==> src/pkg/afr_pkg.sv <==
// package: register offset, field positions and pin-select codes for the remap block
package afr_pkg;
	localparam logic [3:0] AFR_OFF_REMAP = 4'h4;
	localparam logic [31:0] AFR_RESET_VAL = 32'h0000_0000;
	localparam int AFR_DBG_LSB = 24;
	localparam int AFR_DBG_MSB = 26;
	localparam int AFR_T1SRC_BIT = 23;
	localparam int AFR_I2C_HI_BIT = 22;
	localparam int AFR_SER_HI_BIT = 21;
	localparam int AFR_ADC_REG_BIT = 18;
	localparam int AFR_ADC_INJ_BIT = 17;
	localparam int AFR_XTAL_BIT = 15;
	localparam int AFR_T2_LSB = 8;
	localparam int AFR_T2_MSB = 9;
	localparam int AFR_T1_LSB = 6;
	localparam int AFR_T1_MSB = 7;
	localparam int AFR_SER_LO_BIT = 2;
	localparam int AFR_I2C_LO_BIT = 1;
	localparam int AFR_SPI_BIT = 0;
	// readable bits: 23..21, 18, 17, 15, 9..6, 2..0; debug field is write-only
	localparam logic [31:0] AFR_READ_MASK = 32'h00e6_83c7;
	localparam logic [31:0] AFR_WRITE_MASK = 32'h07e6_83c7;
	localparam logic [2:0] AFR_DBG_OFF_CODE = 3'h4;
	typedef enum logic [1:0] {AFR_I2C_DEFAULT, AFR_I2C_ALT1, AFR_I2C_ALT2} afr_i2c_map_t;
	typedef enum logic {AFR_ADC_PIN_PD3, AFR_ADC_PIN_PC2} afr_adc_pin_t;
endpackage : afr_pkg

==> src/hdl/afr_wb_slave.sv <==
// file: classic wishbone slave front end that decodes one-word register accesses
`timescale 1ns/1ps
module afr_wb_slave (
	// clock and reset
	input wire logic core_clk,
	input wire logic reset,
	// wishbone
	input wire logic wb_cyc_i,
	input wire logic wb_stb_i,
	input wire logic wb_we_i,
	input wire logic [3:0] wb_adr_i,
	input wire logic [3:0] wb_sel_i,
	output logic wb_ack_o,
	output logic wb_err_o,
	// decoded strobes
	output logic hit_wr,
	output logic hit_rd
);
	import afr_pkg::*;
	typedef struct packed {
		logic ack;
		logic err;
	} afr_wb_state_t;
	afr_wb_state_t s_r, s_nxt;
	logic req;
	logic ok;
	always_comb begin
		req = wb_cyc_i && wb_stb_i && !s_r.ack && !s_r.err;
		// only full word accesses to the one register are accepted
		ok = (wb_adr_i == AFR_OFF_REMAP) && (wb_sel_i == 4'hf);
		s_nxt.ack = req && ok;
		s_nxt.err = req && !ok;
		hit_wr = req && ok && wb_we_i;
		hit_rd = req && ok && !wb_we_i;
	end
	always_ff @(posedge core_clk) begin
		if (reset) begin
			s_r <= '0;
		end else begin
			s_r <= s_nxt;
		end
	end
	assign wb_ack_o = s_r.ack;
	assign wb_err_o = s_r.err;
endmodule : afr_wb_slave

==> src/hdl/afr_remap.sv <==
// file: pin remap configuration register and the pin selects it drives
//
// Added by the designer: the Wishbone slave port and the register offsets.
`timescale 1ns/1ps
module afr_remap (
	// clock and reset
	input wire logic core_clk,
	input wire logic reset,
	// wishbone
	input wire logic wb_cyc_i,
	input wire logic wb_stb_i,
	input wire logic wb_we_i,
	input wire logic [3:0] wb_adr_i,
	input wire logic [3:0] wb_sel_i,
	input wire logic [31:0] wb_dat_i,
	output logic [31:0] wb_dat_o,
	output logic wb_ack_o,
	output logic wb_err_o,
	// pin selects
	output logic debug_serial_interface_en,
	output logic timer1_ch1_source_sel,
	output afr_pkg::afr_i2c_map_t i2c_map,
	output logic [1:0] serial_map,
	output afr_pkg::afr_adc_pin_t adc_regular_trigger_pin_sel,
	output afr_pkg::afr_adc_pin_t adc_injected_trigger_pin_sel,
	output logic crystal_pin_release,
	output logic [1:0] timer2_map_sel,
	output logic [1:0] timer1_map_sel,
	output logic spi_map_sel
);
	import afr_pkg::*;
	typedef struct packed {
		logic [31:0] cfg;
		logic [31:0] rdata;
		logic dbg_en;
		afr_i2c_map_t i2c;
	} afr_state_t;
	afr_state_t s_r, s_nxt;
	logic hit_wr;
	logic hit_rd;
	logic [2:0] dbg_code;
	afr_wb_slave u_wb (
		.core_clk(core_clk),
		.reset(reset),
		.wb_cyc_i(wb_cyc_i),
		.wb_stb_i(wb_stb_i),
		.wb_we_i(wb_we_i),
		.wb_adr_i(wb_adr_i),
		.wb_sel_i(wb_sel_i),
		.wb_ack_o(wb_ack_o),
		.wb_err_o(wb_err_o),
		.hit_wr(hit_wr),
		.hit_rd(hit_rd)
	);
	always_comb begin
		s_nxt = s_r;
		dbg_code = wb_dat_i[AFR_DBG_MSB:AFR_DBG_LSB];
		if (hit_wr) begin
			s_nxt.cfg = wb_dat_i & AFR_WRITE_MASK;
			// codes other than 0xx and 100 leave the debug state alone
			if (!dbg_code[2]) begin
				s_nxt.dbg_en = 1'b1;
			end else if (dbg_code == AFR_DBG_OFF_CODE) begin
				s_nxt.dbg_en = 1'b0;
			end
		end
		// write-only debug field reads zero via the read mask
		s_nxt.rdata = hit_rd ? (s_r.cfg & AFR_READ_MASK) : '0;
		// i2c map is decoded ahead so the pin select leaves a flop
		case ({s_nxt.cfg[AFR_I2C_HI_BIT], s_nxt.cfg[AFR_I2C_LO_BIT]})
			2'h0: s_nxt.i2c = AFR_I2C_DEFAULT;
			2'h1: s_nxt.i2c = AFR_I2C_ALT1;
			default: s_nxt.i2c = AFR_I2C_ALT2;
		endcase
	end
	always_ff @(posedge core_clk) begin
		if (reset) begin
			s_r.cfg <= AFR_RESET_VAL;
			s_r.rdata <= '0;
			s_r.dbg_en <= 1'b1;
			s_r.i2c <= AFR_I2C_DEFAULT;
		end else begin
			s_r <= s_nxt;
		end
	end
	always_comb begin
		wb_dat_o = s_r.rdata;
		debug_serial_interface_en = s_r.dbg_en;
		timer1_ch1_source_sel = s_r.cfg[AFR_T1SRC_BIT];
		i2c_map = s_r.i2c;
		serial_map = {s_r.cfg[AFR_SER_HI_BIT], s_r.cfg[AFR_SER_LO_BIT]};
		adc_regular_trigger_pin_sel = afr_adc_pin_t'(s_r.cfg[AFR_ADC_REG_BIT]);
		adc_injected_trigger_pin_sel = afr_adc_pin_t'(s_r.cfg[AFR_ADC_INJ_BIT]);
		crystal_pin_release = s_r.cfg[AFR_XTAL_BIT];
		timer2_map_sel = s_r.cfg[AFR_T2_MSB:AFR_T2_LSB];
		timer1_map_sel = s_r.cfg[AFR_T1_MSB:AFR_T1_LSB];
		spi_map_sel = s_r.cfg[AFR_SPI_BIT];
	end

	chk_reset_debug_on: assert property (@(posedge core_clk) reset |=> debug_serial_interface_en)
		else $error("debug port not enabled after reset");
	chk_debug_off_code: assert property (@(posedge core_clk) disable iff (reset)
		hit_wr && wb_dat_i[AFR_DBG_MSB:AFR_DBG_LSB] == AFR_DBG_OFF_CODE |=> !debug_serial_interface_en)
		else $error("debug not disabled by code 100");
	chk_debug_keep_code: assert property (@(posedge core_clk) disable iff (reset)
		hit_wr && wb_dat_i[AFR_DBG_MSB] && wb_dat_i[AFR_DBG_MSB-1:AFR_DBG_LSB] != 2'h0
		|=> $stable(debug_serial_interface_en))
		else $error("invalid debug code changed debug state");
	chk_t1src_write: assert property (@(posedge core_clk) disable iff (reset)
		hit_wr |=> timer1_ch1_source_sel == $past(wb_dat_i[AFR_T1SRC_BIT]))
		else $error("timer1 source select not written");
	chk_i2c_alt2: assert property (@(posedge core_clk) disable iff (reset)
		s_r.cfg[AFR_I2C_HI_BIT] |-> i2c_map == AFR_I2C_ALT2)
		else $error("i2c high bit does not select second alternate");
	chk_serial_write: assert property (@(posedge core_clk) disable iff (reset)
		hit_wr |=> serial_map == {$past(wb_dat_i[AFR_SER_HI_BIT]), $past(wb_dat_i[AFR_SER_LO_BIT])})
		else $error("serial map not formed from high and low bits");
	chk_adc_sel: assert property (@(posedge core_clk) disable iff (reset)
		hit_wr |=> adc_injected_trigger_pin_sel == afr_adc_pin_t'($past(wb_dat_i[AFR_ADC_INJ_BIT])))
		else $error("adc injected select not written");
	chk_adc_regular: assert property (@(posedge core_clk) disable iff (reset)
		hit_wr |=> adc_regular_trigger_pin_sel == afr_adc_pin_t'($past(wb_dat_i[AFR_ADC_REG_BIT])))
		else $error("adc regular select not written");
	chk_i2c_alt1: assert property (@(posedge core_clk) disable iff (reset)
		!s_r.cfg[AFR_I2C_HI_BIT] && s_r.cfg[AFR_I2C_LO_BIT] |-> i2c_map == AFR_I2C_ALT1)
		else $error("i2c low bit does not select first alternate");
	chk_ack_single: assert property (@(posedge core_clk) disable iff (reset)
		wb_ack_o |=> !wb_ack_o)
		else $error("ack held longer than one cycle");
	chk_xtal_write: assert property (@(posedge core_clk) disable iff (reset)
		hit_wr |=> crystal_pin_release == $past(wb_dat_i[AFR_XTAL_BIT]))
		else $error("crystal release not written");
	chk_t2_readback: assert property (@(posedge core_clk) disable iff (reset)
		hit_rd |=> wb_dat_o[AFR_T2_MSB:AFR_T2_LSB] == timer2_map_sel && wb_ack_o)
		else $error("timer2 field read back wrong");
	chk_reserved_zero: assert property (@(posedge core_clk) disable iff (reset)
		(wb_dat_o & ~AFR_READ_MASK) == '0)
		else $error("reserved or write-only bits read nonzero");
	chk_sel_refused: assert property (@(posedge core_clk) disable iff (reset)
		wb_cyc_i && wb_stb_i && wb_sel_i != 4'hf && !wb_ack_o && !wb_err_o |=> wb_err_o && !wb_ack_o)
		else $error("partial word access not refused");
endmodule : afr_remap

==> config.mk <==
export PLATFORM = sky130hd
export DESIGN_NAME = afr_remap
export DESIGN_NICKNAME = d
export VERILOG_FILES = /design/src/pkg/afr_pkg.sv /design/src/hdl/afr_wb_slave.sv /design/src/hdl/afr_remap.sv
export SDC_FILE = /design/constraint.sdc
export NUM_CORES = 1
export LEC_CHECK = 0
export ABC_AREA = 1
export BUFFER_PORTS_ARGS = -buffer_cell sky130_fd_sc_hd__buf_2
export CORE_UTILIZATION = 40
export DETAILED_ROUTE_END_ITERATION = 12
export PLACE_DENSITY = 0.87
export SKIP_CTS_REPAIR_TIMING = 1
export SYNTH_ARGS = -nofsm -noshare
export SYNTH_HDL_FRONTEND = slang
export SYNTH_SLANG_ARGS = --single-unit
==> constraint.sdc <==
create_clock -name core_clk -period 1.35 [get_ports core_clk]
set_input_delay 0 -clock core_clk [delete_from_list [all_inputs] [get_ports core_clk]]
set_output_delay 0 -clock core_clk [all_outputs]
set_load 0.01 [all_outputs]
## Yosys cells after proc, flatten, opt, wreduce, memory -nomap -nowiden

Cells that the tools add are included.

| storage, ports and cells | value |
|---|---|
| register bits after elaboration | 50 |
| word-level logic and storage cells | 33 |
| bits of input ports | 45 |
| output and inout port bits | 48 |

| operators by class | value |
|---|---|
| reductions and logical operators | 15 |
| equal/unequal tests | 5 |
| bitwise gates (word level) | 1 |
| muxes and demuxes | 4 |

Operators with widths:

| kind | count |
|---|---|
| $mux 23 | 1 |
| $logic_and 1x1->1 | 8 |
| $eq 4x3->1 const B | 1 |
| $eq 4x4->1 const B | 1 |
| $logic_not 1->1 | 4 |
| $pmux 2 s2 | 1 |
| $eq 3x3->1 const B | 1 |
| $eq 2x1->1 const B | 1 |
| $logic_not 2->1 | 1 |
| $mux 1 | 2 |
| $ne 2x1->1 const B | 1 |
| $reduce_and 2->1 | 1 |
| $reduce_or 2->1 | 1 |
| $not 1->1 | 1 |

## Logic depth before layout (Yosys ltp)

Gate-level depths: netlist of run 1.

| depth | value |
|---|---|
| depth after elaboration | 8 |
| gate-level depth with buffers | 9 |
| mapped depth without buffers | 8 |

## Modules after synthesis

Synthesis of run 1 repeated with hierarchy kept, for this count alone.

| unflattened totals | value |
|---|---|
| cell total of the unflattened synthesis | 175 |
| area total of the unflattened synthesis | 1352.5 um2 |

Modules (own cells, without submodules):

| module | times used | cells an instance | area an instance (um2) |
|---|---|---|---|
| afr_remap | 1 | 150 | 1211.2 |
| afr_wb_slave | 1 | 25 | 141.4 |

## Worst setup path before layout of run 1

Ideal clock, no wire load.

| timing | value |
|---|---|
| path type | flip-flop to flip-flop |
| from | register u_wb.s_r, in the netlist u_wb.wb_err_o |
| to | register s_r, in the netlist adc_injected_trigger_pin_sel |
| cell stages (with the launch flop) | 8 |
| data required time | 1237 ps |
| data arrival time | 1053 ps |
| library setup time | 113 ps |
| period minus slack after synthesis | 1166 ps |
| slack | 184 ps |
| cell sequence | dfxtp_1 > nor2_1 > nand2_1 > nor2_2 > nand2_4 > buf_2 > nor2_1 > nor2_1 |

| between the ends | value |
|---|---|
| word-level cells in the longest chain between the ends | 4 |

Ends and longest elaborated chain:

| what | RTL line | RTL |
|---|---|---|
| from (decl) | afr_wb_slave.sv:24 | `afr_wb_state_t s_r, s_nxt;` |
| from (signal assigned) | afr_wb_slave.sv:40 | `s_r <= s_nxt;` |
| $logic_not 1->1 | afr_wb_slave.sv:28 | `req = wb_cyc_i && wb_stb_i && !s_r.ack && !s_r.err;` |
| $logic_and 1x1->1 | afr_wb_slave.sv:28 |  |
| $logic_and 1x1->1 (2 in a row) | afr_wb_slave.sv:33 | `hit_wr = req && ok && wb_we_i;` |
| to (signal assigned) | afr_remap.sv:83 | `s_r <= s_nxt;` |
| to (decl) | afr_remap.sv:38 | `afr_state_t s_r, s_nxt;` |

Every way passes these cells.
A chain may end at the register's enable or synchronous reset.

## Worst setup path after layout of run 1

| timing | value |
|---|---|
| from | register u_wb.s_r, in the netlist u_wb.wb_err_o |
| to | register s_r, in the netlist i2c_map[0] |

| between the ends | value |
|---|---|
| word-level cells in the longest chain between the ends | 7 |
| elaborated cells between the ends (all ways) | 8 |
| those cells by class | eq/ne: 1; mux: 2; reduce/logical: 5 |

Ends and longest elaborated chain:

| what | RTL line | RTL |
|---|---|---|
| $logic_not 1->1 (*) | afr_wb_slave.sv:28 |  |
| $logic_and 1x1->1 (*) | afr_wb_slave.sv:28 |  |
| $logic_and 1x1->1 (*) (2 in a row) | afr_wb_slave.sv:33 |  |
| $mux 23 (*) | afr_remap.sv:58 | `if (hit_wr) begin` |
| $eq 2x1->1 or $logic_not 2->1 (tied branches) | afr_remap.sv:70 | `case ({s_nxt.cfg[AFR_I2C_HI_BIT], s_nxt.cfg[AFR_I2C_LO_BIT]})` |
| $pmux 2 s2 (*) | afr_remap.sv:70 |  |

Every way passes the cells marked *; elsewhere a longest branch is shown, timed or not.

==> results of run 1 <==
where the power goes:
group / internal, mW / total, mW / switching (mW) / leakage [nW]
registers: 0.885 / 0.886 / 0.000823 / 0.242
logic: 0.0623 / 0.124 / 0.0615 / 0.697
clock network: 0.252 / 0.538 / 0.286 / 0.0353
logic make-up (layout without fill, tap and decap cells):
group	after synthesis	after routing	share of synthesized area, %
AND/OR/NAND/NOR	84	84	25.14
AO/OA/AOI/OAI	2	2	0.7279
buffers and inverters	67	104	30.15
flip-flops	30	30	43.72
other	1	19	0.2730
flip-flops by register name, summed over array words and instances (netlist names), 2 cells and up:
signal	count
timer2_map_sel	2
serial_map	2
timer1_map_sel	2
s_r	2
wb_dat_o	13
cell type report:
cell class	instances	area [sq um]
Timing Repair Buffer	73	437.9
Sequential cell	30	600.6
Tap cell	44	55.05
Clock buffer	7	55.05
Fill cell	324	1486
Multi-Input combinational cell	105	426.7
Inverter	23	86.33
Clock inverter	1	5.005
critical path, delay by kind of cell (launching register included):
kind / cells / cell delay, ns
flip-flops: 1 / 0.32
AND/OR/NAND/NOR: 7 / 0.79
layer usage:
layer	GRT usage (%)	part of all wire [%]
met5	0	0
met3	5.970	5.7
met4	6.494	1.4
met1	14.38	39
met2	23.55	54
placed cells by master, fill, tap and decap left out:
master,synthesis,layout
nor2_2,1,1
clkbuf_4,0,5
or2_2,1,1
inv_1,23,23
dfxtp_1,30,30
a21oi_1,1,1
conb_1,1,19
buf_2,1,57
clkbuf_1,1,1
nand3_1,4,4
clkbuf_8,0,1
nor2_4,1,1
nor2_1,41,41
buf_4,41,3
o21ai_1,1,1
nand2_1,33,33
dlygate4sd3_1,0,13
clkinv_2,0,1
nand2_4,1,1
nand3b_1,1,1
nor3_1,1,1
through the flow:
stage / total power [mW] / utilization (%)
final: 1.548 / 52.86
after global routing: 1.638 / 52.86
after CTS: 1.541 / 48.73
after detailed placement: 0.9998 / 46.83
after global placement: 0.9983 / 46.83
after floorplan: 0.9947 / -
worst paths after layout:
path | startpoint | end | slack, ns | cells after the start
setup / recovery | u_wb.wb_err_o$_SDFF_PP0_ | i2c_map[0]$_SDFF_PP0_ | 0.18 | 7
setup reg to reg | u_wb.wb_err_o$_SDFF_PP0_ | i2c_map[0]$_SDFF_PP0_ | 0.18 | 7
hold / removal | wb_dat_i[24] | debug_serial_interface_en$_SDFFE_PP1P_ | -0.009 | 4
hold reg to reg | s_r[36]$_SDFF_PP0_ | wb_dat_o[1]$_SDFF_PP0_ | 0.45 | 2
==> run metrics, run 1 <==
status complete, but fails checks; failing checks negative hold slack; post-route cell area 0.001667 sq mm; Tcrit/Tclk final between 80 and 90%; CP required between 1.5 and 2 ns; Peak VDD IR 0.4819 mV; first-pass GRT wire length 3622 um; DRC 0; WL per Instance 8.873 um; crit-path cells nor2_1, nand2_1, nor2_2, nand2_4, nand2_1, nand3_1, nor2_1; Seq/Total Area, Yosys between 40% and 50%; fin worst setup slack about 0.18 ns; Post-synth top cells 41 x buf_4, 41 x nor2_1, 33 x nand2_1, 30 x dfxtp_1, 23 x inv_1; DRT Pass-1 Iters 4; dpl ws roughly 0.17 ns; Setup TNS Final 0 ns; top cells by area, synth dfxtp_1 44%, buf_4 22%, nor2_1 11%; initial antenna violation count 0; Critical Path AT between 1 and 1.5 ns; synthesis warning total 0; Netlist cell types 18; Cell Rows 20; Setup CP Type flop to flop; die height roughly 60 um; Final #Nets 283; number of synthesized flops with an enable pin 0; clock buffer depth 2; post-route minimum period 1.169 ns; Yosys top cell by area dfxtp_1; Top FF cell, synth dfxtp_1; RSZ-0062 raised after global routing no; leakage power between 0.9 and 1 nW; vias per cell 3.873; TritonCTS Sinks 30; Post-Synthesis Mean Instance Area 7.466 sq um; hpwl dp 1745 um; IO Port Bufs 57; Initial Util a little over two fifths; Power Density 928.6 mW/mm^2; pin count of the biggest net entering global routing 26; fmax 855.3 MHz; max_cap viols 0; Num CTS Buffers 5; Hold/Removal Path Class input port to flop; All-Layer GR Usage 13.69%; asr flop ratio synth 0%; fraction of layout cells with a size suffix above 1 between 20% and 30%; Die ar. 0.003673 sq mm; post-synthesis register bit count 30; worst hold margin -0.009245 ns; core area 0.003153 sq mm; vias in the first global route about 870; Root Buffer clkbuf_4; CTS tree done; placed cell count 262; CP Launch Type flop; Critical Path End Type flop; # IOs 93; Post-Syn Area 0.001374 sq mm; area share of the largest cell type after synthesis 43.72%; Clock Skew approximately 0.0086 ns; total congestion overflow 0; RePlAce Congestion 0.7886; Starting DRT DRC Count 58; # setup viols final 0; worst-path fanout max 25; H-tree depth 2; CP peak stage delay between 0.3 and 0.4 ns; ANT nets after route 0; Area Overhead vs Synth 21.31%; WL final approximately 2500 um; Syn Inst Count about 180; diode count 0; critical path's slowest cell dfxtp_1; Final Hold Fails 1; post-route insts no fill around 280; clk slew on worst S/H paths 0.09 ns; routed via count about 1,100; die width ~61 um; Placed Area 0.001476 sq mm; clk_lat worst skew 0.32 ns; Slew Limit Fails 0
No activity file was read; power rests on OpenSTA's default activity.
==> run 2: changes to the inputs <==
Settings changed: CORE_ASPECT_RATIO from default to 1.1.
==> run 2 against run 1 <==
The run ends with design-rule violations left. Worst hold slack improved by 0.022 ns. Register-to-register slack got worse by 0.06 ns. Final area increased by 0.83%. Utilization increased by 0.44 points. Largest cell class unchanged. Combinational power increased by 9%. Clock skew decreased by 0.0030 ns. Cell count decreased by 3.2%.
==> run metrics, run 2 (same netlist as run 1, synthesis figures left out) <==
Initial Util between 40 and 50%; CP Launch Point u_wb.wb_err_o$_SDFF_PP0_; Die ar. 0.003673 sq mm; CTS tree done; max_cap viols 0; # IOs between 90 and 100; most frequent cells in the layout 57 x buf_2, 41 x nor2_1, 33 x nand2_1; worst-path fanout max 12; final core occ 53.29%; Final Hold Fails 0; Clock Skew roughly 0.0056 ns; status complete, but fails checks; die height 63.47 um; Setup CP Type flop to flop; post-route minimum period 1.233 ns; max reg flops 13; Area Overhead vs Synth 22.31%; first-pass GRT wire length 3898 um; diode count 0; CP peak stage delay 0.31 ns; Starting DRT DRC Count 40; commonest non-fill, non-tap cell in the layout buf_2; Critical Path AT around 1.5 ns; core area 0.003153 sq mm; Power Density 877.2 mW/mm^2; vias per cell roughly 4; CP Launch Type flop; worst hold margin ~0.012 ns; routed via count 1,117; TritonCTS Sinks 30; Root Buffer clkbuf_4; total congestion overflow 0; Hold/Removal Path Class input port to flop; ANT nets after route 0; vias in the first global route about 940; WL final 2720 um; FF-to-FF Start u_wb.wb_err_o$_SDFF_PP0_; All-Layer GR Usage 14.30%; # setup viols final 0; DRC 4; crit-path cells nor2_1, nand2_1, nor2_4, buf_12, nand2_4, nand2_1, nand2_1, nor2_1; total power 1.474 mW; clock buffer depth 2; failing checks design-rule violations; Critical Path End Type flop; Tcrit/Tclk final roughly nine tenths; Fill cells 315; pin count of the biggest net entering global routing 26; die width 57.88 um; fraction of layout cells with a size suffix above 1 28.75%; clk slew on worst S/H paths around 0.080 ns; Cell Rows 21; IO Port Bufs between 50 and 60; clk_lat worst skew 0.31 ns; fmax 811.2 MHz; RSZ-0062 raised after global routing no; Slew Limit Fails 0; leakage power 0.9864 nW; DRT Pass-1 Iters 8; initial antenna violation count 0; Hold Path Origin wb_adr_i[0]; hpwl dp 1788 um; Final #Nets 285; critical path's most frequent cell nand2_1; Peak VDD IR 0.4380 mV; RePlAce Congestion 0.7708; H-tree depth 2; Num CTS Buffers 5; WL per Instance 9.927 um; critical path's slowest cell dfxtp_1; Setup TNS Final 0 ns; CP required 1.61 ns
==> run 2: changes by cell type in the layout (fill, tap and decap cells not counted), sizes merged <==
cell	delta
dlygate4sd3	+2
nand2	+1
buf	-1
clkinv	-1
==> run 2: final timing paths <==
path,slack (ns),end,depth (start not counted)
setup reg to reg,0.12,adc_regular_trigger_pin_sel$_SDFFE_PP0N_,8
hold / removal,0.01,u_wb.wb_ack_o$_SDFF_PP0_,4
hold reg to reg,0.44,wb_dat_o[1]$_SDFF_PP0_,2
setup / recovery,0.12,adc_regular_trigger_pin_sel$_SDFFE_PP0N_,8
==> run 2: per-layer routing <==
metal,vias to the layer above,track usage (%),routed length [um]
met5,-,0,0
met4,0,7.738,55
met3,6,5.544,165
met2,40,26.15,1551
met1,483,13.20,947
li1,588,-,-
==> run 2: layout make-up <==
class | count | area (sq um) | share of cell area, %
inverter | 23 | 86.33 | 5.138
tap | 34 | 42.54 | 2.532
timing repair buffer | 74 | 462.9 | 27.55
clock buffer | 7 | 45.04 | 2.681
multi-input combinational | 106 | 442.9 | 26.36
sequential | 30 | 600.6 | 35.74
==> run 2: where the power goes <==
group          internal, mW  total (mW)  switching (mW)
clock                 0.196       0.454           0.258
combinational        0.0697       0.135          0.0648
sequential            0.885       0.886        0.000637
==> run 2: through the flow <==
step / instances / worst slack [ns] / area [sq um]
finish: 274 / 0.1173 / 1680
global route: 274 / 0.002878 / 1680
detailed placement: 250 / 0.1065 / 1449
CTS: 257 / 0.08045 / 1494
floorplan: 202 / 0.1837 / 1441
global placement: 250 / 0.1433 / 1449
==> run 2: critical path, delay by kind of cell, from the launching register on <==
kind	cells	cell delay (ns)
buffers and inverters	1	0.13
flip-flops	1	0.31
AND/OR/NAND/NOR	7	0.73
